[src/design/mpc_pkg.sv]
package mpc_pkg;

  ////////////////////////////////////////////////////////////////////////////
  // Register map (byte offsets on the plain register port)
  localparam logic [7:0] ADDR_WAVE_CTRL = 8'h00;
  localparam logic [7:0] ADDR_SAMPLE_CFG = 8'h01;
  localparam logic [7:0] ADDR_IRQ_STATUS = 8'h02;
  localparam logic [7:0] ADDR_IRQ_MASK = 8'h03;
  localparam logic [7:0] ADDR_MODE_CTRL = 8'h04;

  // Reset values
  localparam logic [7:0] RST_WAVE_CTRL = 8'h00;
  localparam logic [7:0] RST_SAMPLE_CFG = 8'h02;
  localparam logic [7:0] RST_IRQ_MASK = 8'h00;
  localparam logic [7:0] RST_MODE_CTRL = 8'h00;

  // Field positions, waveform_output_debug_control
  localparam int BIT_DEBUG_EN = 7;
  localparam int BIT_W_EN = 6;
  localparam int BIT_V_EN = 5;
  localparam int BIT_U_EN = 4;
  localparam int LSB_OFF_TIME = 0;

  // Field positions, sampling_clock_config
  localparam int LSB_SAMPLE_DELAY = 4;
  localparam int BIT_SLIP_PENDING = 3;
  localparam int BIT_SLIP_IRQ_EN = 2;
  localparam int BIT_CLK_DIV_HI = 1;
  localparam int BIT_CLK_DIV_LO = 0;

  // Field positions, mode control
  localparam int BIT_SENSOR_MODE = 0;
  localparam int BIT_ON_TIME_SAMPLING = 1;
  localparam int BIT_SW_CROSSING = 2;
  localparam int BIT_SPEED_MEAS = 3;

  // Status and mask bits
  localparam int BIT_STS_SLIP = 0;
  localparam int BIT_STS_SAMPLE = 1;
  localparam int BIT_STS_OFF_DONE = 2;

  // Timing: one step is 2.5 us at a 4 MHz peripheral clock
  localparam int STEP_PS = 2500000;
  localparam int PERIPH_REF_KHZ = 4000;
  localparam int STEP_TICKS = STEP_PS / 1000 * PERIPH_REF_KHZ / 1000000;

  typedef struct packed {
    logic commutation;
    logic demag;
    logic crossing;
    logic speedUpdate;
  } mpc_evt_t;

  typedef struct packed {
    logic u;
    logic v;
    logic w;
  } mpc_phase_t;

endpackage

[src/design/mpc_top.sv]
`timescale 1ns/1ps
// Overview of operation
// RULE_01 - Debug mode outputs C, D, Z events
// RULE_02 - Speed mode debug outputs C and speed
// RULE_03 - W waveform reaches pin only when enabled
// RULE_04 - V waveform reaches pin only when enabled
// RULE_05 - U waveform reaches pin only when enabled
// RULE_06 - Sensorless zero-delay minimum off-time (code+1)*2.5us; the code applies none while on-time sampling is set
// RULE_07 - Nonzero delay code delays sample code*2.5us
// RULE_08 - Zero delay code samples in off-time
// RULE_09 - Slipped sample discarded, pending flag set
// RULE_10 - Mask bit gates crossing-sample slip interrupt
// RULE_11 - Slip interrupt only with nonzero delay
// RULE_12 - Software masks slip during changes
// RULE_13 - Divider field gives 1, 2, 4, 4
// RULE_14 - Software aims for 4 MHz peripheral
// RULE_15 - Durations counted in peripheral ticks
// RULE_16 - Reset values 02h and 00h
// RULE_17 - Interrupt when pending and mask; write 0 clears
module mpc_top
  import mpc_pkg::*;
(
  input wire logic clk,
  input wire logic reset_n,
  input wire logic [7:0] regAddr,
  input wire logic [7:0] regWdata,
  input wire logic regWrite,
  input wire logic regRead,
  output logic [7:0] regRdata,
  input wire mpc_phase_t phaseWave,
  input wire mpc_evt_t events,
  input wire logic switchedMode,
  input wire logic pwmOnTime,
  input wire logic crossingSampleReq,
  output mpc_phase_t phaseWavePin,
  output logic debugCommutationPin,
  output logic debugCrossingPin,
  output logic crossingSampleTake,
  output logic minOffHold,
  output logic periphTick,
  output logic irq
);

  function automatic logic [7:0] stepsToTicks(input logic [3:0] code);
    stepsToTicks = 8'(int'(code) * STEP_TICKS);
  endfunction

  ////////////////////////////////////////////////////////////////////////////
  // Registers
  logic [7:0] waveCtrl_q;
  logic [7:0] sampleCfg_q;
  logic [7:0] sampleCfg_d;
  logic [7:0] modeCtrl_q;
  logic [7:0] irqStatus_q;
  logic [7:0] irqStatus_d;
  logic [7:0] irqMask_q;
  logic [7:0] rdata_q;
  logic [1:0] divCnt_q;
  logic [7:0] delayCnt_q;
  logic [7:0] delayCnt_d;
  logic delayBusy_q;
  logic delayBusy_d;
  logic [7:0] offCnt_q;
  logic [7:0] offCnt_d;
  logic pwmOnPrev_q;
  mpc_phase_t phasePin_q;
  logic dbgComm_q;
  logic dbgCross_q;
  logic sampleTake_q;
  logic sampleTake_d;

  ////////////////////////////////////////////////////////////////////////////
  // Decode
  wire wrWave = regWrite && (regAddr == ADDR_WAVE_CTRL);
  wire wrSample = regWrite && (regAddr == ADDR_SAMPLE_CFG);
  wire wrStatus = regWrite && (regAddr == ADDR_IRQ_STATUS);
  wire wrMask = regWrite && (regAddr == ADDR_IRQ_MASK);
  wire wrMode = regWrite && (regAddr == ADDR_MODE_CTRL);

  wire [3:0] offTimeSel = waveCtrl_q[LSB_OFF_TIME +: 4];
  wire [3:0] sampleDelay = sampleCfg_q[LSB_SAMPLE_DELAY +: 4];
  wire delayNonZero = (sampleDelay != 4'h0);
  wire debugEn = waveCtrl_q[BIT_DEBUG_EN];
  wire sensorMode = modeCtrl_q[BIT_SENSOR_MODE];
  wire onTimeSampling = modeCtrl_q[BIT_ON_TIME_SAMPLING];
  wire speedMeas = modeCtrl_q[BIT_SPEED_MEAS];
  wire [1:0] divSel = {sampleCfg_q[BIT_CLK_DIV_HI], sampleCfg_q[BIT_CLK_DIV_LO]};

  ////////////////////////////////////////////////////////////////////////////
  // Peripheral clock enable: 00 /1, 01 /2, 1x /4
  wire tickNow = (divSel == 2'h0) ||
                 ((divSel == 2'h1) && divCnt_q[0]) ||
                 (divSel[1] && (divCnt_q == 2'h3)); // [RULE_13]

  always_ff @(posedge clk or negedge reset_n) begin
    if (!reset_n) begin
      divCnt_q <= 2'h0;
    end else begin
      divCnt_q <= divCnt_q + 2'h1;
    end
  end

  ////////////////////////////////////////////////////////////////////////////
  // Sample delay: the delay is counted in peripheral ticks, so all
  // durations scale with the divider setting
  wire sampleStart = crossingSampleReq && delayNonZero && !delayBusy_q;
  wire delayDone = delayBusy_q && tickNow && (delayCnt_q <= 8'h01);
  wire slipEvent = delayDone && !pwmOnTime; // [RULE_09]

  always_comb begin
    delayCnt_d = delayCnt_q;
    delayBusy_d = delayBusy_q;
    sampleTake_d = 1'b0;
    if (sampleStart) begin
      delayCnt_d = stepsToTicks(sampleDelay); // [RULE_07] [RULE_15]
      delayBusy_d = 1'b1;
    end else if (delayDone) begin
      delayBusy_d = 1'b0;
      sampleTake_d = pwmOnTime; // [RULE_07] [RULE_09]
    end else if (delayBusy_q && tickNow) begin
      delayCnt_d = delayCnt_q - 8'h01;
    end
    // Zero delay: take the request at once, inside the off-time
    if (crossingSampleReq && !delayNonZero && !pwmOnTime) begin
      sampleTake_d = 1'b1; // [RULE_08]
    end
  end

  ////////////////////////////////////////////////////////////////////////////
  // Minimum off-time, sensorless with zero delay and on-time sampling off only
  wire offTimeActive = !sensorMode && !onTimeSampling && !delayNonZero; // [RULE_06]
  wire onFall = pwmOnPrev_q && !pwmOnTime;
  wire offDone = (offCnt_q == 8'h01) && tickNow;

  always_comb begin
    offCnt_d = offCnt_q;
    if (!offTimeActive) begin
      offCnt_d = 8'h00; // [RULE_06]
    end else if (onFall) begin
      offCnt_d = stepsToTicks(offTimeSel) + 8'(STEP_TICKS); // [RULE_06] [RULE_15]
    end else if ((offCnt_q != 8'h00) && tickNow) begin
      offCnt_d = offCnt_q - 8'h01;
    end
  end

  ////////////////////////////////////////////////////////////////////////////
  // Register writes; hardware set wins over a software clear
  always_comb begin
    sampleCfg_d = sampleCfg_q;
    if (wrSample) begin
      sampleCfg_d = {regWdata[7:4], sampleCfg_q[BIT_SLIP_PENDING] & regWdata[BIT_SLIP_PENDING],
                     regWdata[2:0]}; // [RULE_17]
    end
    if (slipEvent) begin
      sampleCfg_d[BIT_SLIP_PENDING] = 1'b1; // [RULE_09]
    end
  end

  always_comb begin
    irqStatus_d = irqStatus_q;
    if (wrStatus) begin
      irqStatus_d = irqStatus_q & ~regWdata;
    end
    if (slipEvent) begin
      irqStatus_d[BIT_STS_SLIP] = 1'b1;
    end
    if (sampleTake_d) begin
      irqStatus_d[BIT_STS_SAMPLE] = 1'b1;
    end
    if (offDone) begin
      irqStatus_d[BIT_STS_OFF_DONE] = 1'b1;
    end
    irqStatus_d[7:3] = 5'h00;
  end

  always_ff @(posedge clk or negedge reset_n) begin
    if (!reset_n) begin
      waveCtrl_q <= RST_WAVE_CTRL; // [RULE_16]
      sampleCfg_q <= RST_SAMPLE_CFG; // [RULE_16]
      modeCtrl_q <= RST_MODE_CTRL;
      irqMask_q <= RST_IRQ_MASK;
      irqStatus_q <= 8'h00;
    end else begin
      if (wrWave) begin
        waveCtrl_q <= regWdata;
      end
      if (wrMode) begin
        modeCtrl_q <= {4'h0, regWdata[3:0]};
      end
      if (wrMask) begin
        irqMask_q <= {5'h00, regWdata[2:0]};
      end
      sampleCfg_q <= sampleCfg_d;
      irqStatus_q <= irqStatus_d;
    end
  end

  always_ff @(posedge clk or negedge reset_n) begin
    if (!reset_n) begin
      delayCnt_q <= 8'h00;
      delayBusy_q <= 1'b0;
      offCnt_q <= 8'h00;
      pwmOnPrev_q <= 1'b0;
      sampleTake_q <= 1'b0;
    end else begin
      delayCnt_q <= delayCnt_d;
      delayBusy_q <= delayBusy_d;
      offCnt_q <= offCnt_d;
      pwmOnPrev_q <= pwmOnTime;
      sampleTake_q <= sampleTake_d;
    end
  end

  ////////////////////////////////////////////////////////////////////////////
  // Phase and debug pins, registered so the power stage sees clean edges
  wire dbgCommNext = debugEn && (speedMeas ? events.commutation :
                     (switchedMode && (events.commutation || events.demag))); // [RULE_01] [RULE_02]
  wire dbgCrossNext = debugEn && (speedMeas ? events.speedUpdate :
                      (switchedMode && events.crossing)); // [RULE_01] [RULE_02]

  always_ff @(posedge clk or negedge reset_n) begin
    if (!reset_n) begin
      phasePin_q <= '0;
      dbgComm_q <= 1'b0;
      dbgCross_q <= 1'b0;
    end else begin
      phasePin_q.w <= phaseWave.w && waveCtrl_q[BIT_W_EN]; // [RULE_03]
      phasePin_q.v <= phaseWave.v && waveCtrl_q[BIT_V_EN]; // [RULE_04]
      phasePin_q.u <= phaseWave.u && waveCtrl_q[BIT_U_EN]; // [RULE_05]
      dbgComm_q <= dbgCommNext;
      dbgCross_q <= dbgCrossNext;
    end
  end

  ////////////////////////////////////////////////////////////////////////////
  // Read port, data one cycle after the strobe; unmapped reads zero
  wire [7:0] rdMux = (regAddr == ADDR_WAVE_CTRL) ? waveCtrl_q :
                     (regAddr == ADDR_SAMPLE_CFG) ? sampleCfg_q :
                     (regAddr == ADDR_IRQ_STATUS) ? irqStatus_q :
                     (regAddr == ADDR_IRQ_MASK) ? irqMask_q :
                     (regAddr == ADDR_MODE_CTRL) ? modeCtrl_q : 8'h00;

  always_ff @(posedge clk or negedge reset_n) begin
    if (!reset_n) begin
      rdata_q <= 8'h00;
    end else if (regRead) begin
      rdata_q <= rdMux;
    end else begin
      rdata_q <= 8'h00;
    end
  end

  ////////////////////////////////////////////////////////////////////////////
  // Interrupt; slip source only counts with a delay programmed, since
  // with zero delay no sample is aimed at the on-time
  wire slipIrq = sampleCfg_q[BIT_SLIP_PENDING] && sampleCfg_q[BIT_SLIP_IRQ_EN] &&
                 delayNonZero; // [RULE_10] [RULE_11] [RULE_17]

  assign irq = slipIrq || ((irqStatus_q & irqMask_q) != 8'h00);
  assign regRdata = rdata_q;
  assign phaseWavePin = phasePin_q;
  assign debugCommutationPin = dbgComm_q;
  assign debugCrossingPin = dbgCross_q;
  assign crossingSampleTake = sampleTake_q;
  // No hold at all outside sensorless zero-delay operation
  assign minOffHold = (offCnt_q != 8'h00) || (onFall && offTimeActive); // [RULE_06]
  assign periphTick = tickNow;

endmodule

[config.mk]
export PLATFORM = sky130hd
export DESIGN_NAME = mpc_top
export DESIGN_NICKNAME = d
export VERILOG_FILES = /design/src/design/mpc_pkg.sv /design/src/design/mpc_top.sv
export SDC_FILE = /design/constraint.sdc
export NUM_CORES = 1
export LEC_CHECK = 0
export BUFFER_PORTS_ARGS = -buffer_cell sky130_fd_sc_hd__buf_4
export CAP_MARGIN = 5
export CORE_UTILIZATION = 30
export CTS_CLUSTER_SIZE = 25
export DETAILED_ROUTE_END_ITERATION = 10
export RECOVER_POWER = 25
export SLEW_MARGIN = 25
export SYNTH_ARGS = -nofsm -noshare
export SYNTH_HDL_FRONTEND = slang
export SYNTH_SLANG_ARGS = --single-unit
[constraint.sdc]
create_clock -name clk -period 2.6 [get_ports clk]
set_input_delay 0.26 -clock clk [delete_from_list [all_inputs] [get_ports clk]]
set_output_delay 0.26 -clock clk [all_outputs]
set_load 0.01 [all_outputs]
==> results of run 1 <==
-- logic make-up after synthesis --
family,after synthesis
buffers and inverters,15
DFF,60
AOI/OAI and AO/OA,61
adders and majority gates,16
and+or+nand+nor,95
xor gates and xnor gates,13
muxes,35
-- state kept, by name, summed over array words and instances (netlist names) --
| signal | count |
|---|---|
| crossingSampleTake | 1 |
| debugCommutationPin | 1 |
| debugCrossingPin | 1 |
| delayBusy_q | 1 |
| delayCnt_q | 8 |
| divCnt_q | 2 |
| irqMask_q | 3 |
| irqStatus_q | 3 |
| modeCtrl_q | 4 |
| offCnt_q | 8 |
| phaseWavePin | 3 |
| pwmOnPrev_q | 1 |
| regRdata | 8 |
| sampleCfg_q | 8 |
| waveCtrl_q | 8 |
-- layout by cell type, fill, tap and decap left out, drive strengths merged, types with 6 or more instances in the layout --
master and instances:
and2 6, o21ai 19, xor2 6, xnor2 7, mux2 21, mux2i 14
nand2 22, ha 14, clkbuf 11, inv 12, a21oi 21, buf 47
nor2 22, dfrtp 59
-- area by class of cell --
type | instances | area [µm²]
fillers | 1048 | 6439
multi-input cells | 220 | 1655
flip-flops and latches | 60 | 1503
repair buffers | 49 | 361.6
well taps | 136 | 170.2
clock buffers | 9 | 123.9
clock inverters | 7 | 83.83
inverters | 9 | 33.78
-- synthesized netlist by cell type (3+ instances only) --
| cell | number |
|---|---|
| sky130_fd_sc_hd__inv_1 | 9 |
| sky130_fd_sc_hd__nor2_1 | 22 |
| sky130_fd_sc_hd__nor2b_1 | 4 |
| sky130_fd_sc_hd__nand2b_1 | 4 |
| sky130_fd_sc_hd__xnor2_1 | 7 |
| sky130_fd_sc_hd__nand3_1 | 3 |
| sky130_fd_sc_hd__o21ai_0 | 19 |
| sky130_fd_sc_hd__nand2_1 | 21 |
| sky130_fd_sc_hd__mux2i_1 | 14 |
| sky130_fd_sc_hd__nand3b_1 | 5 |
| sky130_fd_sc_hd__mux2_4 | 6 |
| sky130_fd_sc_hd__and4b_1 | 3 |
| sky130_fd_sc_hd__xor2_1 | 6 |
| sky130_fd_sc_hd__dfrtp_1 | 59 |
| sky130_fd_sc_hd__nor3b_1 | 3 |
| sky130_fd_sc_hd__and3_1 | 3 |
| sky130_fd_sc_hd__mux2_2 | 15 |
| sky130_fd_sc_hd__o2111ai_1 | 3 |
| sky130_fd_sc_hd__and2_1 | 6 |
| sky130_fd_sc_hd__ha_1 | 14 |
| sky130_fd_sc_hd__nor3_1 | 5 |
| sky130_fd_sc_hd__a31oi_1 | 3 |
| sky130_fd_sc_hd__or3_1 | 3 |
| sky130_fd_sc_hd__a21oi_1 | 21 |
-- how the worst min path moves through the flow --
stage / start / end / depth (start not counted)
2_1_floorplan: reset_n / crossingSampleTake / 0
3_3_place_gp: reset_n / offCnt_q[5] / 1
3_5_place_dp: reset_n / offCnt_q[4] / 1
4_1_cts: reset_n / offCnt_q[5] / 1
5_1_grt: phaseWave[0] / phaseWavePin[0] / 2
6_report: phaseWave[2] / phaseWavePin[2] / 2
-- worst max-delay path: cells and delay by family, from the launching register on --
kind	cells	cell delay, ps
buffers and inverters	1	160
and+or+nand+nor	2	1010
AOI/OAI and AO/OA	1	240
DFF	1	450
-- metal layers --
metal  vias to the layer above  wire, µm
li1                       1190         -
met1                      1178      3480
met2                        60      3140
met3                         8       320
met4                         0        77
met5                         -         0
-- power breakdown --
part           switching [µW]  internal (µW)  leakage, µW
registers                 135           1050     0.000786
clock network             416            459     0.000102
logic                     301            282     0.000968
-- stage by stage --
stage / instances / util [%] / instance area, µm² / hold WS (ps) / power (µW)
after detailed placement: 474 / 35.97 / 3730 / 397.2 / 1789
after global placement: 474 / 35.97 / 3730 / 394.8 / 1780
after floorplan: 295 / - / 3231 / -35.59 / 1590
final: 490 / 37.91 / 3931 / 124.0 / 2647
after global routing: 490 / 37.91 / 3931 / 113.0 / 2819
after CTS: 490 / 37.97 / 3938 / 14.37 / 2673
==> reports/results.tsv, run 1 <==
metric	value	unit
number_of_nets_in_the_layout	395	
synth_cell_types	51	
synth-xor-area-share	3.524	%
wl_per_cell	14.32	µm
cellLeakagePower	0.001856	µW
placement_rows	37	
post_cts.repair.setup_buffers	0	
grt_max_degree	61	
reg2reg_slack	250	ps
report.final.setup_viol	0	
timing.setup.critical_path_class	flip-flop to primary output	
number_of_maximum_capacitance_violations	1	
synth-adder-area-share	6.662	%
cts.sink_count	60	
port_buffers	46	
cts_hold_buffers	0	
vias	2436	
grt_busiest_layer	met2	
drt-pass1-iter-count	4	
synth_top_family_by_area	simple AND/OR/NAND/NOR gates	
setup_tns	0	ps
worst_setup_path_start_kind	flip-flop	
synth-simple-area-share	17.16	%
route.antenna.remaining_nets	0	
die-area	11190	µm²
synth_edf_count	0	
arrival	2200	ps
drt_wl_total	7018	µm
grt_use_met3	3.154	%
chipWidth	105.8	µm
syn-cell-area	3231	µm²
hpwl	5158	µm
clock_latency	340	ps
worst_slack	140.9	ps
core-area	10370	µm²
critPathLaunch	sampleCfg_q[5]	
violations	max-capacitance violations, max-slew violations	
crit_chain	or4_1 > or3_1 > o2111ai_1 > buf_4	
first_global_vias	2414	
maxSlewViolCount	61	
synth_compound_area_share	11.54	%
gp_congestion	0.8284	
global_route.usage.total	13.76	%
final_hold_viol_count	0	
crit_end	minOffHold	
final.setup_skew	10.94	ps
io_pins	47	
clkSlewWorstSetupHoldPaths	80	ps
synth-seq-cells	60	
dr.first_iter.drc_count	99	
synth_warnings	0	
root_buffer	sky130_fd_sc_hd__clkbuf_8	
dp_slack	281.5	ps
post_route_cells_drive_above_1_share	25.99	%
number_of_antenna_violations_at_the_first_check_in_global_routing	0	
tightestPinTransition	1518	ps
critical_path_peak_fanout	6	
fraction_of_the_cycle_the_final_worst_path_needs	94.58	%
fraction_of_synthesized_cell_area_taken_by_the_top_area_cell_type	45.70	%
worst_setup_path_end_kind	primary output	
rsz0062_at_grt	no	
grt.met2_usage	20.45	%
worst_path_largest_cell_delay	600	ps
area_growth_from_synthesis_to_layout	21.69	%
ir_drop	0.2762	mV
worst_r2r_path_depth	8	
synth.largest_area_cell	sky130_fd_sc_hd__dfrtp_1	
max-slew-margin-rel	-1.212	%
timing.critical_path.required	2340	ps
via_per_inst	4.971	
floorplan.initialDensity	31.15	%
synth.yosys.seq_area_share	46.51	%
dominantRegCellSynth	sky130_fd_sc_hd__dfrtp_1	
postSynthCellCount	295	
cts_resized	0	
groute.layer.met1.usage	19.46	%
power-per-cell-area	673.4	nW/µm²
timing.critical_path.slowest_stage_cell	sky130_fd_sc_hd__or4_1	
timing.rr.start	waveCtrl_q[3]	
cts_htree_levels	3	
synth.area.top_cells	sky130_fd_sc_hd__dfrtp_1, sky130_fd_sc_hd__ha_1, sky130_fd_sc_hd__mux2_2	
synth-async-reset-ratio	100.0	%
maximum_buffer_depth_of_the_clock_tree	2	
muxShareOfSynthArea	12.35	%
grt_first_pass_wirelength	12080	µm
syn-mean-instance-area	10.95	µm²
synthesis.nets	341	
timing.hold.worst.class	primary input to flip-flop	
status	complete, but fails checks	
finalWorstPathRequiredPeriod	2459	ps
grt.overflow.total	0	
critical_path.reg2reg.endpoint	offCnt_q[7]	
die_y	105.8	µm
antenna-diode-count	0	
fmax	406.7	MHz
numCtsBuffers	9	
detail_route.drc_violations	0	
tritoncts_clock_tree	done	
Note: power is estimated with default switching activity, not from simulation.
==> run 2: changes to the inputs <==
--- a/config.mk
+++ b/config.mk
@@ -7,9 +7,12 @@
 export LEC_CHECK = 0
 export BUFFER_PORTS_ARGS = -buffer_cell sky130_fd_sc_hd__buf_4
 export CAP_MARGIN = 5
+export CELL_PAD_IN_SITES_DETAIL_PLACEMENT = 2
+export CELL_PAD_IN_SITES_GLOBAL_PLACEMENT = 2
 export CORE_UTILIZATION = 30
 export CTS_CLUSTER_SIZE = 25
 export DETAILED_ROUTE_END_ITERATION = 10
+export PLACE_DENSITY_LB_ADDON = 0.1
 export RECOVER_POWER = 25
 export SLEW_MARGIN = 25
 export SYNTH_ARGS = -nofsm -noshare
==> run 2 against run 1 <==
Effect of this change: the flow still finishes with violations (max-capacitance violations, max-slew violations); first-iteration DRC count shrank 32%; register-to-register slack worse by 80 ps; non-clock buffer count up 1; critical endpoint unchanged; highest routed layer unchanged.
==> reports/results.tsv, run 2 (synthesized netlist as in run 1, its figures left out) <==
metric	value	unit
io_pins	47	
tritoncts_clock_tree	done	
crit_chain	or4_4 > or3_1 > o2111ai_1 > buf_4	
clkPwrFrac	33.9	%
cts_htree_levels	3	
most-common-layout-cells	sky130_fd_sc_hd__dfrtp_1, sky130_fd_sc_hd__buf_4, sky130_fd_sc_hd__nor2_1	
vias	2476	
p_switching	856.1	µW
worst_path_largest_cell_delay	590	ps
power.combinational.fraction	22.3	%
drt_wl_total	8518	µm
setup_tns	0	ps
timing.setup.critical_path_class	flip-flop to primary output	
worst_setup_path_start_kind	flip-flop	
number_of_nets_in_the_layout	396	
tightestPinTransition	1549	ps
number_of_maximum_capacitance_violations	1	
fmax	410.3	MHz
via_per_inst	5.043	
layout.cells.most_common	sky130_fd_sc_hd__dfrtp_1	
clock_latency	340	ps
hold-path-cell-count	2	
crit_buf_inv	1	
placement_rows	37	
power.share.sequential	43.8	%
chipWidth	105.8	µm
cts_hold_buffers	0	
max-slew-margin-rel	-3.251	%
maxSlewViolCount	61	
route.antenna.remaining_nets	0	
arrival	2180	ps
post_route_cells_drive_above_1_share	26.48	%
fraction_of_the_cycle_the_final_worst_path_needs	93.75	%
first_global_vias	2757	
gp_congestion	0.7101	
worst_setup_path_end_kind	primary output	
finalWorstPathRequiredPeriod	2437	ps
timing.critical_path.required	2340	ps
power.switching_fraction	31.32	%
violations	max-capacitance violations, max-slew violations	
detail_route.drc_violations	0	
status	complete, but fails checks	
port_buffers	46	
wl_per_cell	17.35	µm
cp_num_cells	4	
global_route.usage.total	16.38	%
cts.sink_count	60	
grt.overflow.total	0	
hpwl	6412	µm
worst_r2r_path_depth	8	
final_hold_viol_count	0	
area_growth_from_synthesis_to_layout	22.27	%
path_delay_family	simple AND/OR/NAND/NOR gates	
timing.hold.worst.class	primary input to flip-flop	
dr.first_iter.drc_count	67	
ir_drop	0.2867	mV
power-per-cell-area	691.9	nW/µm²
post_cts.repair.setup_buffers	0	
internal_power	1877	µW
floorplan.initialDensity	31.15	%
grt_max_degree	61	
die_y	105.8	µm
root_buffer	sky130_fd_sc_hd__clkbuf_8	
fin_area	3950	µm²
timing.critical_path.slowest_stage_cell	sky130_fd_sc_hd__or4_4	
finalCoreUtilization	38.09	%
number_of_antenna_violations_at_the_first_check_in_global_routing	0	
antenna-diode-count	0	
report.final.setup_viol	0	
clkSlewWorstSetupHoldPaths	70	ps
cts_resized	0	
critical_path_peak_fanout	6	
cellLeakagePower	0.001871	µW
numCtsBuffers	9	
maximum_buffer_depth_of_the_clock_tree	2	
drt-pass1-iter-count	4	
final.setup_skew	11.58	ps
dpl_cell_area	3737	µm²
rsz0062_at_grt	no	
grt_first_pass_wirelength	14060	µm
core-area	10370	µm²
die-area	11190	µm²
run 2: stage by stage:
| step | hold slack, ps | total power [µW] | cells | setup slack, ps |
|---|---|---|---|---|
| 2_1_floorplan | -35.59 | 1590 | 295 | 430.4 |
| 3_3_place_gp | 403.3 | 1808 | 475 | 304.0 |
| 3_5_place_dp | 397.8 | 1832 | 475 | 175.6 |
| 4_1_cts | 24.72 | 2779 | 491 | 45.46 |
| 5_1_grt | 122.6 | 2906 | 491 | 11.63 |
| 6_report | 134.7 | 2733 | 491 | 162.5 |
run 2: area by class of cell:
type,instances,area [µm²]
Timing Repair Buffer,50,369.1
Clock inverter,7,91.34
Tap cell,136,170.2
Multi-Input combinational cell,220,1659
Inverter,9,33.78
Fill cell,1141,6420
Sequential cell,60,1503
Clock buffer,9,123.9
run 2: power by group through the flow:
| stage | Clock [µW] | Combinational (µW) | Sequential (µW) |
|---|---|---|---|
| global route | 999 | 690 | 1220 |
| floorplan | 0 | 419 | 1170 |
| CTS | 957 | 624 | 1200 |
| global placement | 0 | 599 | 1210 |
| finish | 926 | 610 | 1200 |
| detailed placement | 0 | 618 | 1210 |
run 2: routing by layer:
layer / share of wire, % / GRT usage [%] / wire [µm]
met4: 1.2 / 6.548 / 99
met1: 48 / 21.34 / 4076
met5: 0 / 0 / 0
met3: 2.2 / 2.474 / 188
met2: 49 / 27.17 / 4153
run 2: path summary, 6_finish.rpt:
kind                                start               to  slack, ps
setup / recovery           sampleCfg_q[5]       minOffHold        160
hold / removal               phaseWave[1]  phaseWavePin[1]        130
setup reg to reg            waveCtrl_q[3]      offCnt_q[7]        170
hold reg to reg               divCnt_q[0]      divCnt_q[0]        460
max in group asynchronous         reset_n   irqStatus_q[1]       1380
min in group asynchronous         reset_n      offCnt_q[4]        290
==> run 3: changes to the inputs <==
--- a/config.mk
+++ b/config.mk
@@ -9,7 +9,7 @@
 export CAP_MARGIN = 5
 export CELL_PAD_IN_SITES_DETAIL_PLACEMENT = 2
 export CELL_PAD_IN_SITES_GLOBAL_PLACEMENT = 2
-export CORE_UTILIZATION = 30
+export CORE_UTILIZATION = 40
 export CTS_CLUSTER_SIZE = 25
 export DETAILED_ROUTE_END_ITERATION = 10
 export PLACE_DENSITY_LB_ADDON = 0.1
==> constraint.sdc (replaced) <==
create_clock -name clk -period 2.85 [get_ports clk]
set_input_delay 0.285 -clock clk [delete_from_list [all_inputs] [get_ports clk]]
set_output_delay 0.285 -clock clk [all_outputs]
set_load 0.01 [all_outputs]
==> run 3 against run 2 <==
Effect of this change: the run still ends with max-capacitance violations, max-slew violations left; utilization grew 12 points; worst hold slack gained 26 ps; critical path depth is the same; worst setup slack gained 130 ps; clock skew shrank 5.9 ps; clock power shrank 21%; count of clock-buffer cells in the layout grew 4; register-to-register slack gained 310 ps; final cell count shrank 7.3%; critical endpoint unchanged; largest cell class unchanged.
==> reports/results.tsv, run 3 (synthesized netlist as in run 1, its figures left out) <==
metric	value	unit
status	complete, but fails checks	
violations	max-capacitance violations, max-slew violations	
chipWidth	91.87	µm
clkSlewWorstSetupHoldPaths	70	ps
rsz0062_at_grt	no	
fraction_of_the_cycle_the_final_worst_path_needs	89.74	%
floorplan.initialDensity	41.59	%
detail_route.drc_violations	0	
grt_first_pass_wirelength	15390	µm
timing.setup.critical_path_class	flip-flop to primary output	
hold-path-endpoint	debugCommutationPin	
hpwl	6722	µm
critical_path_peak_fanout	6	
maxSlewViolCount	61	
vias	2524	
max-slew-margin-rel	-1.976	%
dp_slack	415.4	ps
port_buffers	46	
io_pins	47	
global_route.usage.total	23.93	%
tritoncts_clock_tree	done	
maximum_buffer_depth_of_the_clock_tree	2	
final.setup_skew	5.673	ps
hold-path-cell-count	3	
fillerInstances	851	
die-area	8440	µm²
cellLeakagePower	0.001843	µW
layout.cells.most_common	sky130_fd_sc_hd__dfrtp_1	
report.final.setup_viol	0	
drt-pass1-iter-count	4	
timing.critical_path.required	2570	ps
final_hold_viol_count	0	
cts.sink_count	60	
cts_hold_buffers	0	
worst_slack	292.4	ps
critical_path.reg2reg.endpoint	offCnt_q[7]	
most-common-layout-cells	sky130_fd_sc_hd__dfrtp_1, sky130_fd_sc_hd__buf_4, sky130_fd_sc_hd__nor2_1	
wl_per_cell	20.30	µm
area_growth_from_synthesis_to_layout	19.60	%
clock_latency	340	ps
dpl_cell_area	3680	µm²
worst_setup_path_end_kind	primary output	
timing.hold.worst.class	primary input to flip-flop	
gp_congestion	0.7377	
number_of_nets_in_the_layout	394	
dr.first_iter.drc_count	98	
setup_tns	0	ps
reg2reg_slack	480	ps
tightestPinTransition	1530	ps
finalWorstPathRequiredPeriod	2558	ps
first_global_vias	2863	
fin_area	3864	µm²
final_cells	455	
worst_setup_path_start_kind	flip-flop	
post_route_cells_drive_above_1_share	25.50	%
worstHoldStart	events[3]	
place_inst	439	
worst_r2r_path_depth	8	
route.antenna.remaining_nets	0	
numCtsBuffers	9	
arrival	2270	ps
ir_drop	0.2671	mV
grt_max_degree	61	
timing.rr.start	waveCtrl_q[3]	
number_of_maximum_capacitance_violations	1	
drt_wl_total	9238	µm
cts_htree_levels	3	
antenna-diode-count	0	
post_cts.repair.setup_buffers	0	
power-per-cell-area	619.2	nW/µm²
grt.overflow.total	0	
via_per_inst	5.547	
placement_rows	32	
number_of_antenna_violations_at_the_first_check_in_global_routing	0	
die_y	91.87	µm
root_buffer	sky130_fd_sc_hd__clkbuf_8	
core-area	7767	µm²
cts_resized	0	
fmax	391.0	MHz
## run 3: cell types whose count changed in the layout (fill, tap and decap cells not counted)
cell / change
sky130_fd_sc_hd__and2_1: -2
sky130_fd_sc_hd__clkinv_2: -2
sky130_fd_sc_hd__and2_0: +2
sky130_fd_sc_hd__or4_4: -1
sky130_fd_sc_hd__or4_1: +1
sky130_fd_sc_hd__clkbuf_1: +1
sky130_fd_sc_hd__clkbuf_8: +3
sky130_fd_sc_hd__buf_4: -2
sky130_fd_sc_hd__bufinv_16: -2
## run 3: worst max path at each step
stage                         from     endpoint  slack, ps
finish              sampleCfg_q[5]   minOffHold        290
global route        sampleCfg_q[5]   minOffHold        210
floorplan            waveCtrl_q[3]  offCnt_q[7]        680
detailed placement   waveCtrl_q[3]  offCnt_q[7]        420
CTS                 sampleCfg_q[5]   minOffHold        270
global placement     waveCtrl_q[3]  offCnt_q[7]        570
## run 3: layout make-up
type	count	area, µm²	share of cell area [%]
repair buffers	48	354.1	9.165
clock inverters	3	21.27	0.5505
multi-input cells	220	1655	42.84
flip-flops and latches	60	1503	38.89
clock buffers	13	168.9	4.372
inverters	9	33.78	0.8744
well taps	102	127.6	3.303
## run 3: per-stage QoR
stage               total power [µW]  utilization, %  hold WS (ps)
CTS                             2415           49.82         52.43
global placement                1639           47.37         414.8
finish                          2392           49.74         160.5
detailed placement              1677           47.37         416.5
global route                    2529           49.74         175.0
floorplan                       1450               -        -10.59
## run 3: metal layers
layer / up-vias / global-route usage (%) / wire length [µm]
met3: 20 / 4.063 / 310
met1: 1270 / 29.43 / 4024
met2: 53 / 42.23 / 4701
li1: 1181 / - / -
met4: 0 / 8.203 / 201
met5: - / 0 / 0
## run 3: worst max-delay path, stage by stage (launching register included)
cell,delay [ps]
sky130_fd_sc_hd__dfrtp_1,480
sky130_fd_sc_hd__or4_1,620
sky130_fd_sc_hd__or3_1,410
sky130_fd_sc_hd__o2111ai_1,260
sky130_fd_sc_hd__buf_4,170
## run 3: power breakdown
group	switching, µW	leakage [µW]	internal [µW]	total, µW
logic	306	0.000961	258	565
clock network	346	0.0000956	387	733
registers	132	0.000786	962	1090
